$ cat src/hw/aat_pkg.sv
// constants, types and register map of the auxiliary converter readout
// assumes one 25 MHz core clock and a decoded memory-access port from the host link
//
// Contract
// - each result is an 8-bit unsigned value split over upper and lower readback registers
// - read upper to start, lower gives bits 1:0, upper again gives bits 7:2
// - in the receive state the signal-strength level feeds the converter regardless of select
// - converter powers up by itself in the receive state, no host write needed
// - outside receive, the source-select register at 0x359 picks the converter input
// - source-select value 0x08 routes the temperature sensor to the converter
// - one conversion takes about 1 microsecond after the initiating read
// - three inputs: temperature sensor, signal-strength level, one external analog pin
package aat_pkg;

  // ==========================================================================
  // bus and data widths
  localparam int unsigned ADDR_W = 11;
  localparam int unsigned DATA_W = 8;
  localparam int unsigned ADC_W  = 8;
  localparam int unsigned LOW_W  = 2;

  // ==========================================================================
  // register offsets
  localparam logic [ADDR_W-1:0] RX_PD_OFS   = 11'h324;
  localparam logic [ADDR_W-1:0] AUX_PD_OFS  = 11'h325;
  localparam logic [ADDR_W-1:0] RES_UP_OFS  = 11'h327;
  localparam logic [ADDR_W-1:0] RES_LO_OFS  = 11'h328;
  localparam logic [ADDR_W-1:0] SRC_SEL_OFS = 11'h359;

  // ==========================================================================
  // reset values and fields
  localparam logic [DATA_W-1:0] RX_PD_RST     = 8'h00;
  localparam logic [DATA_W-1:0] AUX_PD_RST    = 8'h00;
  localparam logic [DATA_W-1:0] SRC_SEL_RST   = 8'h00;
  localparam logic [ADC_W-1:0]  SAMPLE_RST    = 8'h00;
  localparam logic [DATA_W-1:0] UNMAPPED_DATA = 8'h00;
  localparam int unsigned       RX_ADC_EN_BIT   = 4;
  localparam int unsigned       AUX_TEMP_EN_BIT = 1;
  localparam logic [DATA_W-1:0] SRC_TEMP_CODE   = 8'h08;

  // ==========================================================================
  // timing
  localparam int unsigned CLK_FREQ_KHZ = 25000;
  localparam int unsigned CONV_TIME_NS = 1000;
  // longest time: round down, at least one cycle
  localparam int unsigned CONV_CYC_RAW = CONV_TIME_NS * CLK_FREQ_KHZ / 1000000;
  localparam int unsigned CONV_CYC     = (CONV_CYC_RAW < 1) ? 1 : CONV_CYC_RAW;
  localparam int unsigned STEP_CYC_RAW = CONV_CYC / ADC_W;
  localparam int unsigned STEP_CYC     = (STEP_CYC_RAW < 1) ? 1 : STEP_CYC_RAW;

  // ==========================================================================
  // types
  typedef enum logic [3:0] {
    RB_IDLE = 4'b0001,
    RB_CONV = 4'b0010,
    RB_LOW  = 4'b0100,
    RB_HIGH = 4'b1000
  } aat_rb_state_t;

  typedef enum logic [2:0] {
    SRC_TEMP = 3'b001,
    SRC_RSSI = 3'b010,
    SRC_EXT  = 3'b100
  } aat_src_t;

endpackage : aat_pkg

$ cat src/hw/aat_sar.sv
// successive-approximation sequencer: one trial bit per step, msb first
// assumes an analog comparator that reports 1 while the input is at or above dac_o
`timescale 1ns/1ps
module aat_sar #(
  parameter int unsigned W        = 8,
  parameter int unsigned STEP_CYC = 3
) (
  // clock and reset
  input  wire logic         core_clk_i,
  input  wire logic         rst_i,
  // control
  input  wire logic         en_i,
  input  wire logic         start_i,
  input  wire logic         cmp_i,
  // results
  output logic [W-1:0]      dac_o,
  output logic              busy_o,
  output logic              done_o,
  output logic [W-1:0]      result_o
);

  localparam int unsigned CNT_W = (STEP_CYC < 2) ? 1 : $clog2(STEP_CYC);
  localparam logic [CNT_W-1:0] CNT_LAST = CNT_W'(STEP_CYC - 1);
  localparam logic [W-1:0]     MSB_MASK = {1'b1, {(W-1){1'b0}}};

  if (W < 2 || STEP_CYC < 1) begin : g_chk
    $error("aat_sar: width or step count out of range");
  end

  // ==========================================================================
  // trial mask, partial code and step counter
  logic [W-1:0]     mask_q, mask_d;
  logic [W-1:0]     code_q, code_d;
  logic [CNT_W-1:0] cnt_q, cnt_d;
  logic             busy_q, busy_d;
  logic             done_q, done_d;

  always_comb begin
    mask_d = mask_q;
    code_d = code_q;
    cnt_d  = cnt_q;
    busy_d = busy_q;
    done_d = 1'b0;
    if (!en_i) begin
      busy_d = 1'b0;
    end else if (start_i && !busy_q) begin
      busy_d = 1'b1;
      mask_d = MSB_MASK;
      code_d = MSB_MASK;
      cnt_d  = '0;
    end else if (busy_q) begin
      if (cnt_q == CNT_LAST) begin
        cnt_d = '0;
        // keep the trial bit only if the input sits at or above it
        code_d = cmp_i ? code_q : (code_q & ~mask_q);
        mask_d = mask_q >> 1;
        code_d = code_d | (mask_q >> 1);
        if (mask_q[0]) begin
          busy_d = 1'b0;
          done_d = 1'b1;
        end
      end else begin
        cnt_d = cnt_q + CNT_W'(1);
      end
    end
  end

  always_ff @(posedge core_clk_i or posedge rst_i) begin
    if (rst_i) begin
      mask_q <= '0;
      code_q <= '0;
      cnt_q  <= '0;
      busy_q <= 1'b0;
      done_q <= 1'b0;
    end else begin
      mask_q <= mask_d;
      code_q <= code_d;
      cnt_q  <= cnt_d;
      busy_q <= busy_d;
      done_q <= done_d;
    end
  end

  assign dac_o    = code_q;
  assign busy_o   = busy_q;
  assign done_o   = done_q;
  assign result_o = code_q;

endmodule : aat_sar

$ cat src/hw/aat_readout.sv
// auxiliary converter readout: power and source control, register file, readback sequence
// assumes the host link delivers decoded single-byte register reads and writes,
// and that the radio core reports the receive state as a level
`timescale 1ns/1ps
module aat_readout
  import aat_pkg::*;
(
  // clock and reset
  input  wire logic                       core_clk_i,
  input  wire logic                       rst_i,
  // radio core
  input  wire logic                       rx_state_i,
  // register access port
  input  wire logic [aat_pkg::ADDR_W-1:0] mem_addr_i,
  input  wire logic                       mem_wr_i,
  input  wire logic                       mem_rd_i,
  input  wire logic [aat_pkg::DATA_W-1:0] mem_wdata_i,
  output logic      [aat_pkg::DATA_W-1:0] mem_rdata_o,
  output logic                            mem_rvalid_o,
  // analog front end
  input  wire logic                       cmp_i,
  output logic      [aat_pkg::ADC_W-1:0]  dac_code_o,
  output logic                            adc_pwr_en_o,
  output logic                            temp_sensor_en_o,
  output aat_pkg::aat_src_t               src_sel_o,
  // status
  output logic                            conv_busy_o
);

  import aat_pkg::*;

  // ==========================================================================
  // host-written registers
  logic [DATA_W-1:0] rx_pd_q, rx_pd_d;
  logic [DATA_W-1:0] aux_pd_q, aux_pd_d;
  logic [DATA_W-1:0] src_q, src_d;

  always_comb begin
    rx_pd_d  = rx_pd_q;
    aux_pd_d = aux_pd_q;
    src_d    = src_q;
    if (mem_wr_i) begin
      case (mem_addr_i)
        RX_PD_OFS: begin
          rx_pd_d = mem_wdata_i;
        end
        AUX_PD_OFS: begin
          aux_pd_d = mem_wdata_i;
        end
        SRC_SEL_OFS: begin
          src_d = mem_wdata_i;
        end
        default: begin
          rx_pd_d = rx_pd_q;
        end
      endcase
    end
  end

  always_ff @(posedge core_clk_i or posedge rst_i) begin
    if (rst_i) begin
      rx_pd_q  <= RX_PD_RST;
      aux_pd_q <= AUX_PD_RST;
      src_q    <= SRC_SEL_RST;
    end else begin
      rx_pd_q  <= rx_pd_d;
      aux_pd_q <= aux_pd_d;
      src_q    <= src_d;
    end
  end

  // ==========================================================================
  // power and input routing
  logic     adc_en_d, adc_en_q;
  logic     temp_en_d, temp_en_q;
  aat_src_t sel_d, sel_q;

  always_comb begin
    // receive state enables the converter on its own
    adc_en_d  = rx_state_i | rx_pd_q[RX_ADC_EN_BIT];
    temp_en_d = aux_pd_q[AUX_TEMP_EN_BIT];
    if (rx_state_i) begin
      sel_d = SRC_RSSI;
    end else if (src_q == SRC_TEMP_CODE) begin
      sel_d = SRC_TEMP;
    end else begin
      sel_d = SRC_EXT;
    end
  end

  always_ff @(posedge core_clk_i or posedge rst_i) begin
    if (rst_i) begin
      adc_en_q  <= 1'b0;
      temp_en_q <= 1'b0;
      sel_q     <= SRC_EXT;
    end else begin
      adc_en_q  <= adc_en_d;
      temp_en_q <= temp_en_d;
      sel_q     <= sel_d;
    end
  end

  // ==========================================================================
  // conversion engine
  logic             sar_start;
  logic             sar_busy;
  logic             sar_done;
  logic [ADC_W-1:0] sar_result;

  aat_sar #(
    .W        (ADC_W),
    .STEP_CYC (STEP_CYC)
  ) u_sar (
    .core_clk_i (core_clk_i),
    .rst_i      (rst_i),
    .en_i       (adc_en_q),
    .start_i    (sar_start),
    .cmp_i      (cmp_i),
    .dac_o      (dac_code_o),
    .busy_o     (sar_busy),
    .done_o     (sar_done),
    .result_o   (sar_result)
  );

  // ==========================================================================
  // readback sequence
  aat_rb_state_t    st_q, st_d;
  logic [ADC_W-1:0] held_q, held_d;
  logic             up_rd;
  logic             lo_rd;

  assign up_rd = mem_rd_i && (mem_addr_i == RES_UP_OFS);
  assign lo_rd = mem_rd_i && (mem_addr_i == RES_LO_OFS);

  always_comb begin
    st_d      = st_q;
    held_d    = held_q;
    sar_start = 1'b0;
    case (st_q)
      RB_IDLE: begin
        if (up_rd) begin
          // first upper read only starts a sample, and only while the converter is powered
          sar_start = adc_en_q;
          st_d      = adc_en_q ? RB_CONV : RB_LOW;
        end
      end
      RB_CONV: begin
        if (sar_done) begin
          held_d = sar_result;
          st_d   = RB_LOW;
        end else if (!adc_en_q) begin
          st_d = RB_LOW;
        end
      end
      RB_LOW: begin
        if (lo_rd) begin
          st_d = RB_HIGH;
        end else if (up_rd) begin
          // upper read out of order restarts the readback
          sar_start = adc_en_q;
          st_d      = adc_en_q ? RB_CONV : RB_LOW;
        end
      end
      RB_HIGH: begin
        if (up_rd) begin
          st_d = RB_IDLE;
        end
      end
      default: begin
        st_d = RB_IDLE;
      end
    endcase
  end

  always_ff @(posedge core_clk_i or posedge rst_i) begin
    if (rst_i) begin
      st_q   <= RB_IDLE;
      held_q <= SAMPLE_RST;
    end else begin
      st_q   <= st_d;
      held_q <= held_d;
    end
  end

  // ==========================================================================
  // read data
  logic [DATA_W-1:0] rdata_d, rdata_q;
  logic              rvalid_q;

  always_comb begin
    rdata_d = UNMAPPED_DATA;
    case (mem_addr_i)
      RX_PD_OFS: begin
        rdata_d = rx_pd_q;
      end
      AUX_PD_OFS: begin
        rdata_d = aux_pd_q;
      end
      SRC_SEL_OFS: begin
        rdata_d = src_q;
      end
      RES_LO_OFS: begin
        rdata_d = DATA_W'(held_q[LOW_W-1:0]);
      end
      RES_UP_OFS: begin
        // the initiating read carries no sample bits
        if (st_q == RB_HIGH) begin
          rdata_d = DATA_W'(held_q[ADC_W-1:LOW_W]);
        end else begin
          rdata_d = UNMAPPED_DATA;
        end
      end
      default: begin
        rdata_d = UNMAPPED_DATA;
      end
    endcase
  end

  always_ff @(posedge core_clk_i or posedge rst_i) begin
    if (rst_i) begin
      rdata_q  <= UNMAPPED_DATA;
      rvalid_q <= 1'b0;
    end else begin
      rdata_q  <= mem_rd_i ? rdata_d : rdata_q;
      rvalid_q <= mem_rd_i;
    end
  end

  // ==========================================================================
  // outputs
  assign mem_rdata_o      = rdata_q;
  assign mem_rvalid_o     = rvalid_q;
  assign adc_pwr_en_o     = adc_en_q;
  assign temp_sensor_en_o = temp_en_q;
  assign src_sel_o        = sel_q;
  assign conv_busy_o      = sar_busy;

endmodule : aat_readout

$ cat config.mk
export PLATFORM = sky130hd
export DESIGN_NAME = aat_readout
export DESIGN_NICKNAME = d
export VERILOG_FILES = /design/src/hw/aat_pkg.sv /design/src/hw/aat_sar.sv /design/src/hw/aat_readout.sv
export SDC_FILE = /design/constraint.sdc
export NUM_CORES = 1
export LEC_CHECK = 0
export ABC_CLOCK_PERIOD_IN_PS = 2730
export BUFFER_PORTS_ARGS = -buffer_cell sky130_fd_sc_hd__buf_2
export CELL_PAD_IN_SITES_DETAIL_PLACEMENT = 1
export CELL_PAD_IN_SITES_GLOBAL_PLACEMENT = 2
export CORE_MARGIN = 2
export CORE_UTILIZATION = 31
export CTS_CLUSTER_DIAMETER = 150
export DETAILED_ROUTE_END_ITERATION = 7
export PLACE_DENSITY = 0.72
export SLEW_MARGIN = 20
export SYNTH_ARGS = -nofsm -noshare
export SYNTH_HDL_FRONTEND = slang
export SYNTH_HIERARCHICAL = 1
export SYNTH_SLANG_ARGS = --single-unit
$ cat constraint.sdc
create_clock -name core_clk_i -period 2.73 [get_ports core_clk_i]
set_input_delay 0.4095 -clock core_clk_i [delete_from_list [all_inputs] [get_ports core_clk_i]]
set_output_delay 0.4095 -clock core_clk_i [all_outputs]
set_load 0.01 [all_outputs]
==> results of run 1 <==
## path summary, 6_finish.rpt
kind,startpoint,endpoint,cells after the start
worst min-delay path,rx_state_i,src_sel_o[1],1
min in group asynchronous,rst_i,mem_rvalid_o,3
worst min register to register,aux_pd_q[1],temp_sensor_en_o,0
max in group asynchronous,rst_i,u_sar/done_o,3
worst max register to register,st_q[2],u_sar/mask_q[6],7
worst max-delay path,mem_addr_i[4],u_sar/mask_q[6],8
## synth_stat cells, types with 2 or more instances
master	instances	area [um^2]
nand4b_1	3	26.3
buf_4	8	60.1
dfstp_2	2	52.6
inv_1	10	37.5
nand2_1	9	33.8
a22o_1	9	78.8
a222oi_1	4	40.0
nor4_4	3	63.8
buf_6	2	22.5
nand3b_1	10	75.1
nor4_1	7	43.8
buf_2	4	20.0
mux2_2	31	349
nand2b_1	3	18.8
a32o_1	8	80.1
nor2b_1	5	31.3
a22oi_1	2	15.0
a21oi_1	15	75.1
nor3_1	2	10.0
nand3_1	2	10.0
clkbuf_1	4	15.0
a211oi_1	6	45.0
o21ai_0	3	15.0
or3_1	2	12.5
dfrtp_1	68	1700
a221oi_1	4	35.0
or2_2	2	12.5
nor2_1	10	37.5
## layer usage
| layer | up-vias | track usage |
|---|---|---|
| met5 | - | 0 |
| met4 | 0 | 0.0362 |
| li1 | 1097 | - |
| met2 | 48 | 0.241 |
| met3 | 8 | 0.0407 |
| met1 | 1210 | 0.205 |
## flip-flops by register name, summed over array words and instances (netlist names), 4 cells and up
signal / cells
aux_pd_q: 8
held_q: 8
mem_rdata_o: 8
rx_pd_q: 8
src_q: 8
st_q: 4
u_sar/dac_o: 8
u_sar/mask_q: 8
## cell usage in the layout, fill, tap and decap left out, types with 4 or more instances in the layout
cell type,count
a222oi_1,4
clkbuf_8,9
nor2_1,10
buf_4,12
buf_2,47
nand3b_1,10
nor4_1,7
a221oi_1,4
inv_1,9
mux2_2,31
a21oi_1,15
a32o_1,8
a211oi_1,6
a22o_1,9
nor2b_1,5
dfrtp_1,68
nand2_1,9
## worst reg2reg max path: stages (launching register included)
cell      delay (ns)
dfrtp_1         0.51
inv_1           0.15
or3_1           0.39
a211oi_1        0.27
buf_4           0.19
nand3b_4        0.08
and2_0          0.28
a22o_1          0.24
## cell type report
cell class | instances | share of cell area
clock buffers | 10 | 0.0328
multi-input cells | 165 | 0.355
well taps | 136 | 0.0437
flip-flops and latches | 70 | 0.451
inverters | 10 | 0.00964
clock inverters | 6 | 0.0222
repair buffers | 60 | 0.0861
## power by group
part | switching, W | internal (W) | total, W
clock | 0.000399 | 0.000513 | 0.000912
combinational | 0.0000770 | 0.0000454 | 0.000122
sequential | 0.0000103 | 0.00105 | 0.00106
## metrics by stage
| step | total power [W] | setup WS, ns | hold slack, ns | instances |
|---|---|---|---|---|
| floorplan | 0.00114 | 0.157 | 0.371 | 263 |
| global placement | 0.00120 | 0.129 | 0.345 | 440 |
| detailed placement | 0.00120 | 0.149 | 0.345 | 440 |
| CTS | 0.00213 | 0.485 | 0.205 | 457 |
| global route | 0.00220 | 0.354 | 0.205 | 457 |
| finish | 0.00210 | 0.487 | 0.229 | 457 |
## cell families (layout without fill, tap and decap cells)
logic type,Yosys count,in the layout
multiplexers,32,32
flip-flops,70,70
AND/OR/NAND/NOR,77,77
buffers and inverters,28,86
AO/OA/AOI/OAI,56,56
==> results.yml, run 1 <==
clock_network:
  cts_setup_buffers: 0
  clock_path_buffers: 2
  numCtsBuffers: 9
  cts.clk_slew.worst_paths_ns: 0.08
  cts_tree: "yes"
  cts.sinks: 70
  cts_hold_repair.buffers: 1
  h-tree-depth: 3
  clkLatencyLatePin_ns: 0.34
  root_buffer: "clkbuf_8"
  post_cts_resized: 0
setup_path:
  cp_slowest_cell: "or4_4"
  start_kind: "input port"
  critPathTopFamily: "simple AND/OR/NAND/NOR gates"
  path_class: "in -> reg"
  slowest_delay_ns: 0.52
  crit_fanout: 7
  crit_buf_inv: 2
  r2r_slack_ns: 0.52
  crit_chain: "buf_2 > or3b_1 > or4_4 > a211oi_1 > buf_4 > nand3b_4 > and2_0 > a22o_1"
  arrival_ns: 2.47
  crit_path_end_kind: "flop"
  required_ns: 2.96
logic_synthesis:
  yosysSeqAreaShare: 0.533
  synthAdderAreaFrac: 0
  syn_inst: 263
  synthMuxAreaShare: 0.111
  syn_avg_cell_area_um2: 12.5
  async_reset_ff_frac: 1.00
  synth_cell_types: 53
  syn_nets: 288
  ys_warn_count: 6
  synth_compound_area_frac: 0.131
  synth-edff-count: 0
  netlist_area_um2: 3290
  synth_top_family_by_area: "simple AND/OR/NAND/NOR gates"
  yosys_register_bits: 70
  synth-xor-area-share: 0
  ys.flop_type: "dfrtp_1"
  synth-simple-area-share: 0.178
sta:
  finalHoldViolCount: 0
  setup_violations: 0
  setup_tns_ns: 0
  rsz0062_at_grt: "no"
  slew_violations: 0
  maxSlewHeadroom: 0.484
  fin_crit_ns: 2.24
  clock_skew_ns: 0.0111
  timing.fmax_mhz: 446
  fin_crit_sh: 0.822
  tightest_slew_ns: 0.774
route:
  met2_length_um: 3870
  wire_per_inst_um: 17.8
  maxUsedRoutingLayer: "met4"
  first_iter_violations: 141
  ant_nets: 0
  num_vias: 2363
  drt_wl_total_um: 8140
  drcViolationCount: 0
  wl_met1_um: 3840
  drt-pass1-iter-count: 4
  vias_per_cell: 5.17
  wl_met3_um: 351
global_routing:
  overflow: 0
  grt_pass1_wl_um: 13500
  globalRouteTotalUtil: 0.151
  first_global_vias: 2461
  antenna_found_initial: 0
  grt_max_degree: 26
final_layout:
  final_cell_area_um2: 3890
  post-route-util: 0.377
  num-fill-cells: 1143
  multi_input_area_um2: 1380
  synthToLayoutAreaGrowth_pct: 18.3
  diodes: 0
  layout.nets: 341
  regArea_um2: 1750
  drive_gt1_frac: 0.393
floorplanning:
  die_x_um: 107
  die-area_um2: 11500
  io_pins: 48
  row_count: 37
  core_area_um2: 10300
  die_y_um: 107
  start_util: 0.319
power:
  peakVddDrop_mv: 0.218
  power_density_nw_per_um2: 538
  p_leak_nw: 1.86
place:
  place_area_um2: 3670
  port_buffers: 47
  gp_congestion: 0.737
  dp_hpwl_um: 5810
job:
  max_cap_viol_count: 0
min_path:
  hp-class: "in -> reg"
status:
  outcome: "completed"
Note: power is estimated with default switching activity, not from simulation.
==> run 2: changes to the inputs <==
--- a/config.mk
+++ b/config.mk
@@ -5,7 +5,7 @@
 export SDC_FILE = /design/constraint.sdc
 export NUM_CORES = 1
 export LEC_CHECK = 0
-export ABC_CLOCK_PERIOD_IN_PS = 2730
+export ABC_CLOCK_PERIOD_IN_PS = 2000
 export BUFFER_PORTS_ARGS = -buffer_cell sky130_fd_sc_hd__buf_2
 export CELL_PAD_IN_SITES_DETAIL_PLACEMENT = 1
 export CELL_PAD_IN_SITES_GLOBAL_PLACEMENT = 2
@@ -13,7 +13,7 @@
 export CORE_UTILIZATION = 31
 export CTS_CLUSTER_DIAMETER = 150
 export DETAILED_ROUTE_END_ITERATION = 7
-export PLACE_DENSITY = 0.72
+export PLACE_DENSITY = 0.75
 export SLEW_MARGIN = 20
 export SYNTH_ARGS = -nofsm -noshare
 export SYNTH_HDL_FRONTEND = slang
==> constraint.sdc (replaced) <==
create_clock -name core_clk_i -period 2 [get_ports core_clk_i]
set_input_delay 0.3 -clock core_clk_i [delete_from_list [all_inputs] [get_ports core_clk_i]]
set_output_delay 0.3 -clock core_clk_i [all_outputs]
set_load 0.01 [all_outputs]
==> run 2 against run 1 <==
Compared with the run above: clock skew is 0.0041 ns lower; non-clock buffer count increased by 20; sequential share of layout area decreased by 1.8 points; hold slack worse by 0.23 ns; total power up 31%; via count is 2.4% higher; cell area rose by 4.1%; utilization rose by 1.6 points; sequential power increased by 36%; count of clock-buffer cells in the layout grew 1; critical endpoint is now u_sar/dac_o[3].
==> results.yml, run 2 (synthesized netlist as in run 1, its figures left out) <==
setup_path:
  crit_buf_inv: 2
  critPathTopFamily: "simple AND/OR/NAND/NOR gates"
  cp_slowest_cell: "or4_4"
  slowest_delay_ns: 0.46
  start_kind: "input port"
  arrival_ns: 2.15
  required_ns: 2.23
  crit_path_end_kind: "flop"
  r2r_start: "st_q[0]"
  crit_cells: 7
  crit_chain: "buf_2 > or3b_1 > or4_4 > a211oi_4 > nand3b_4 > buf_4 > a32o_1"
  path_class: "in -> reg"
  reg2regPathDepth: 5
  crit_fanout: 9
  crit_start: "mem_addr_i[4]"
global_routing:
  first_global_vias: 2629
  overflow: 0
  grt_pass1_wl_um: 13900
  globalRouteTotalUtil: 0.157
  antenna_found_initial: 0
  grt_max_degree: 30
clock_network:
  clock_path_buffers: 2
  numCtsBuffers: 9
  cts_hold_repair.buffers: 0
  cts_setup_buffers: 0
  cts_tree: "yes"
  root_buffer: "clkbuf_8"
  cts.clk_slew.worst_paths_ns: 0.08
  h-tree-depth: 3
  cts.sinks: 70
  post_cts_resized: 0
  clkLatencyLatePin_ns: 0.34
final_layout:
  final_common_cell: "dfrtp_1"
  drive_gt1_frac: 0.432
  post-route-util: 0.393
  layout.nets: 361
  final_cell_area_um2: 4050
  num-fill-cells: 1134
  synthToLayoutAreaGrowth_pct: 23.2
  instances_no_fill: 476
  diodes: 0
  final_cell_mix: "dfrtp_1, buf_2, mux2_2, buf_4, a21oi_1"
sta:
  fin_ws_ns: 0.0886
  maxSlewHeadroom: 0.501
  timing.fmax_mhz: 523
  setup_tns_ns: 0
  fin_crit_ns: 1.91
  clock_skew_ns: 0.00698
  fin_crit_sh: 0.956
  finalHoldViolCount: 0
  setup_violations: 0
  tightest_slew_ns: 0.747
  rsz0062_at_grt: "no"
  slew_violations: 0
min_path:
  hp-class: "in -> async"
floorplanning:
  die_y_um: 107
  io_pins: 48
  die-area_um2: 11500
  core_area_um2: 10300
  die_x_um: 107
  start_util: 0.319
  row_count: 37
power:
  power_density_nw_per_um2: 679
  p_leak_nw: 1.96
  peakVddDrop_mv: 0.284
route:
  vias_per_cell: 5.08
  wire_per_inst_um: 17.3
  drcViolationCount: 0
  drt_wl_total_um: 8230
  drt-pass1-iter-count: 5
  first_iter_violations: 107
  num_vias: 2419
  ant_nets: 0
place:
  place_area_um2: 3860
  gp_congestion: 0.824
  pre_cts_slack_ns: -0.306
  dp_cells: 461
  port_buffers: 47
  dp_hpwl_um: 6200
job:
  max_cap_viol_count: 0
status:
  outcome: "completed"
==> run 2: cell types whose count changed in the layout (fill, tap and decap cells not counted), sizes merged <==
cell / previous run / this run
clkinv: 3 / 2
clkbuf: 10 / 11
buf: 59 / 80
bufinv: 2 / 1
dlygate4sd3: 1 / 0
==> run 2: metrics by stage <==
stage	hold WS, ns	total power [W]
floorplan	0.264	0.00156
global placement	0.382	0.00166
detailed placement	0.390	0.00166
CTS	0.00638	0.00280
global route	0.0333	0.00289
finish	0.00229	0.00275
==> run 2: final cells by class <==
| type | count | area [um^2] | area share |
|---|---|---|---|
| clock buffers | 11 | 141 | 0.0349 |
| clock inverters | 4 | 47.5 | 0.0117 |
| inverters | 10 | 37.5 | 0.00926 |
| multi-input cells | 165 | 1390 | 0.344 |
| flip-flops and latches | 70 | 1750 | 0.433 |
| well taps | 136 | 170 | 0.0420 |
| repair buffers | 80 | 508 | 0.125 |
==> run 2: worst paths after layout <==
kind,end,slack [ns]
min in group core_clk_i,src_sel_o[1],0.10
max in group asynchronous,src_sel_o[2],1.39
worst max-delay path,u_sar/dac_o[3],0.09
worst max register to register,mem_rdata_o[2],0.14
worst min register to register,temp_sensor_en_o,0.41
worst min-delay path,adc_pwr_en_o,0.002
==> run 2: routing by layer <==
layer  vias up  GRT usage  part of all wire  routed length (um)
met3         8     0.0468             0.047                 386
met2        52      0.255              0.48                3920
met1      1229      0.206              0.47                3840
li1       1130          -                 -                   -
met5         -          0                 0                   0
met4         0     0.0399             0.011                  89
==> run 2: report_power, final <==
part / total [W] / switching, W / internal, W
Clock: 0.00112 / 0.000522 / 0.000599
Combinational: 0.000184 / 0.000111 / 0.0000739
Sequential: 0.00144 / 0.0000100 / 0.00143
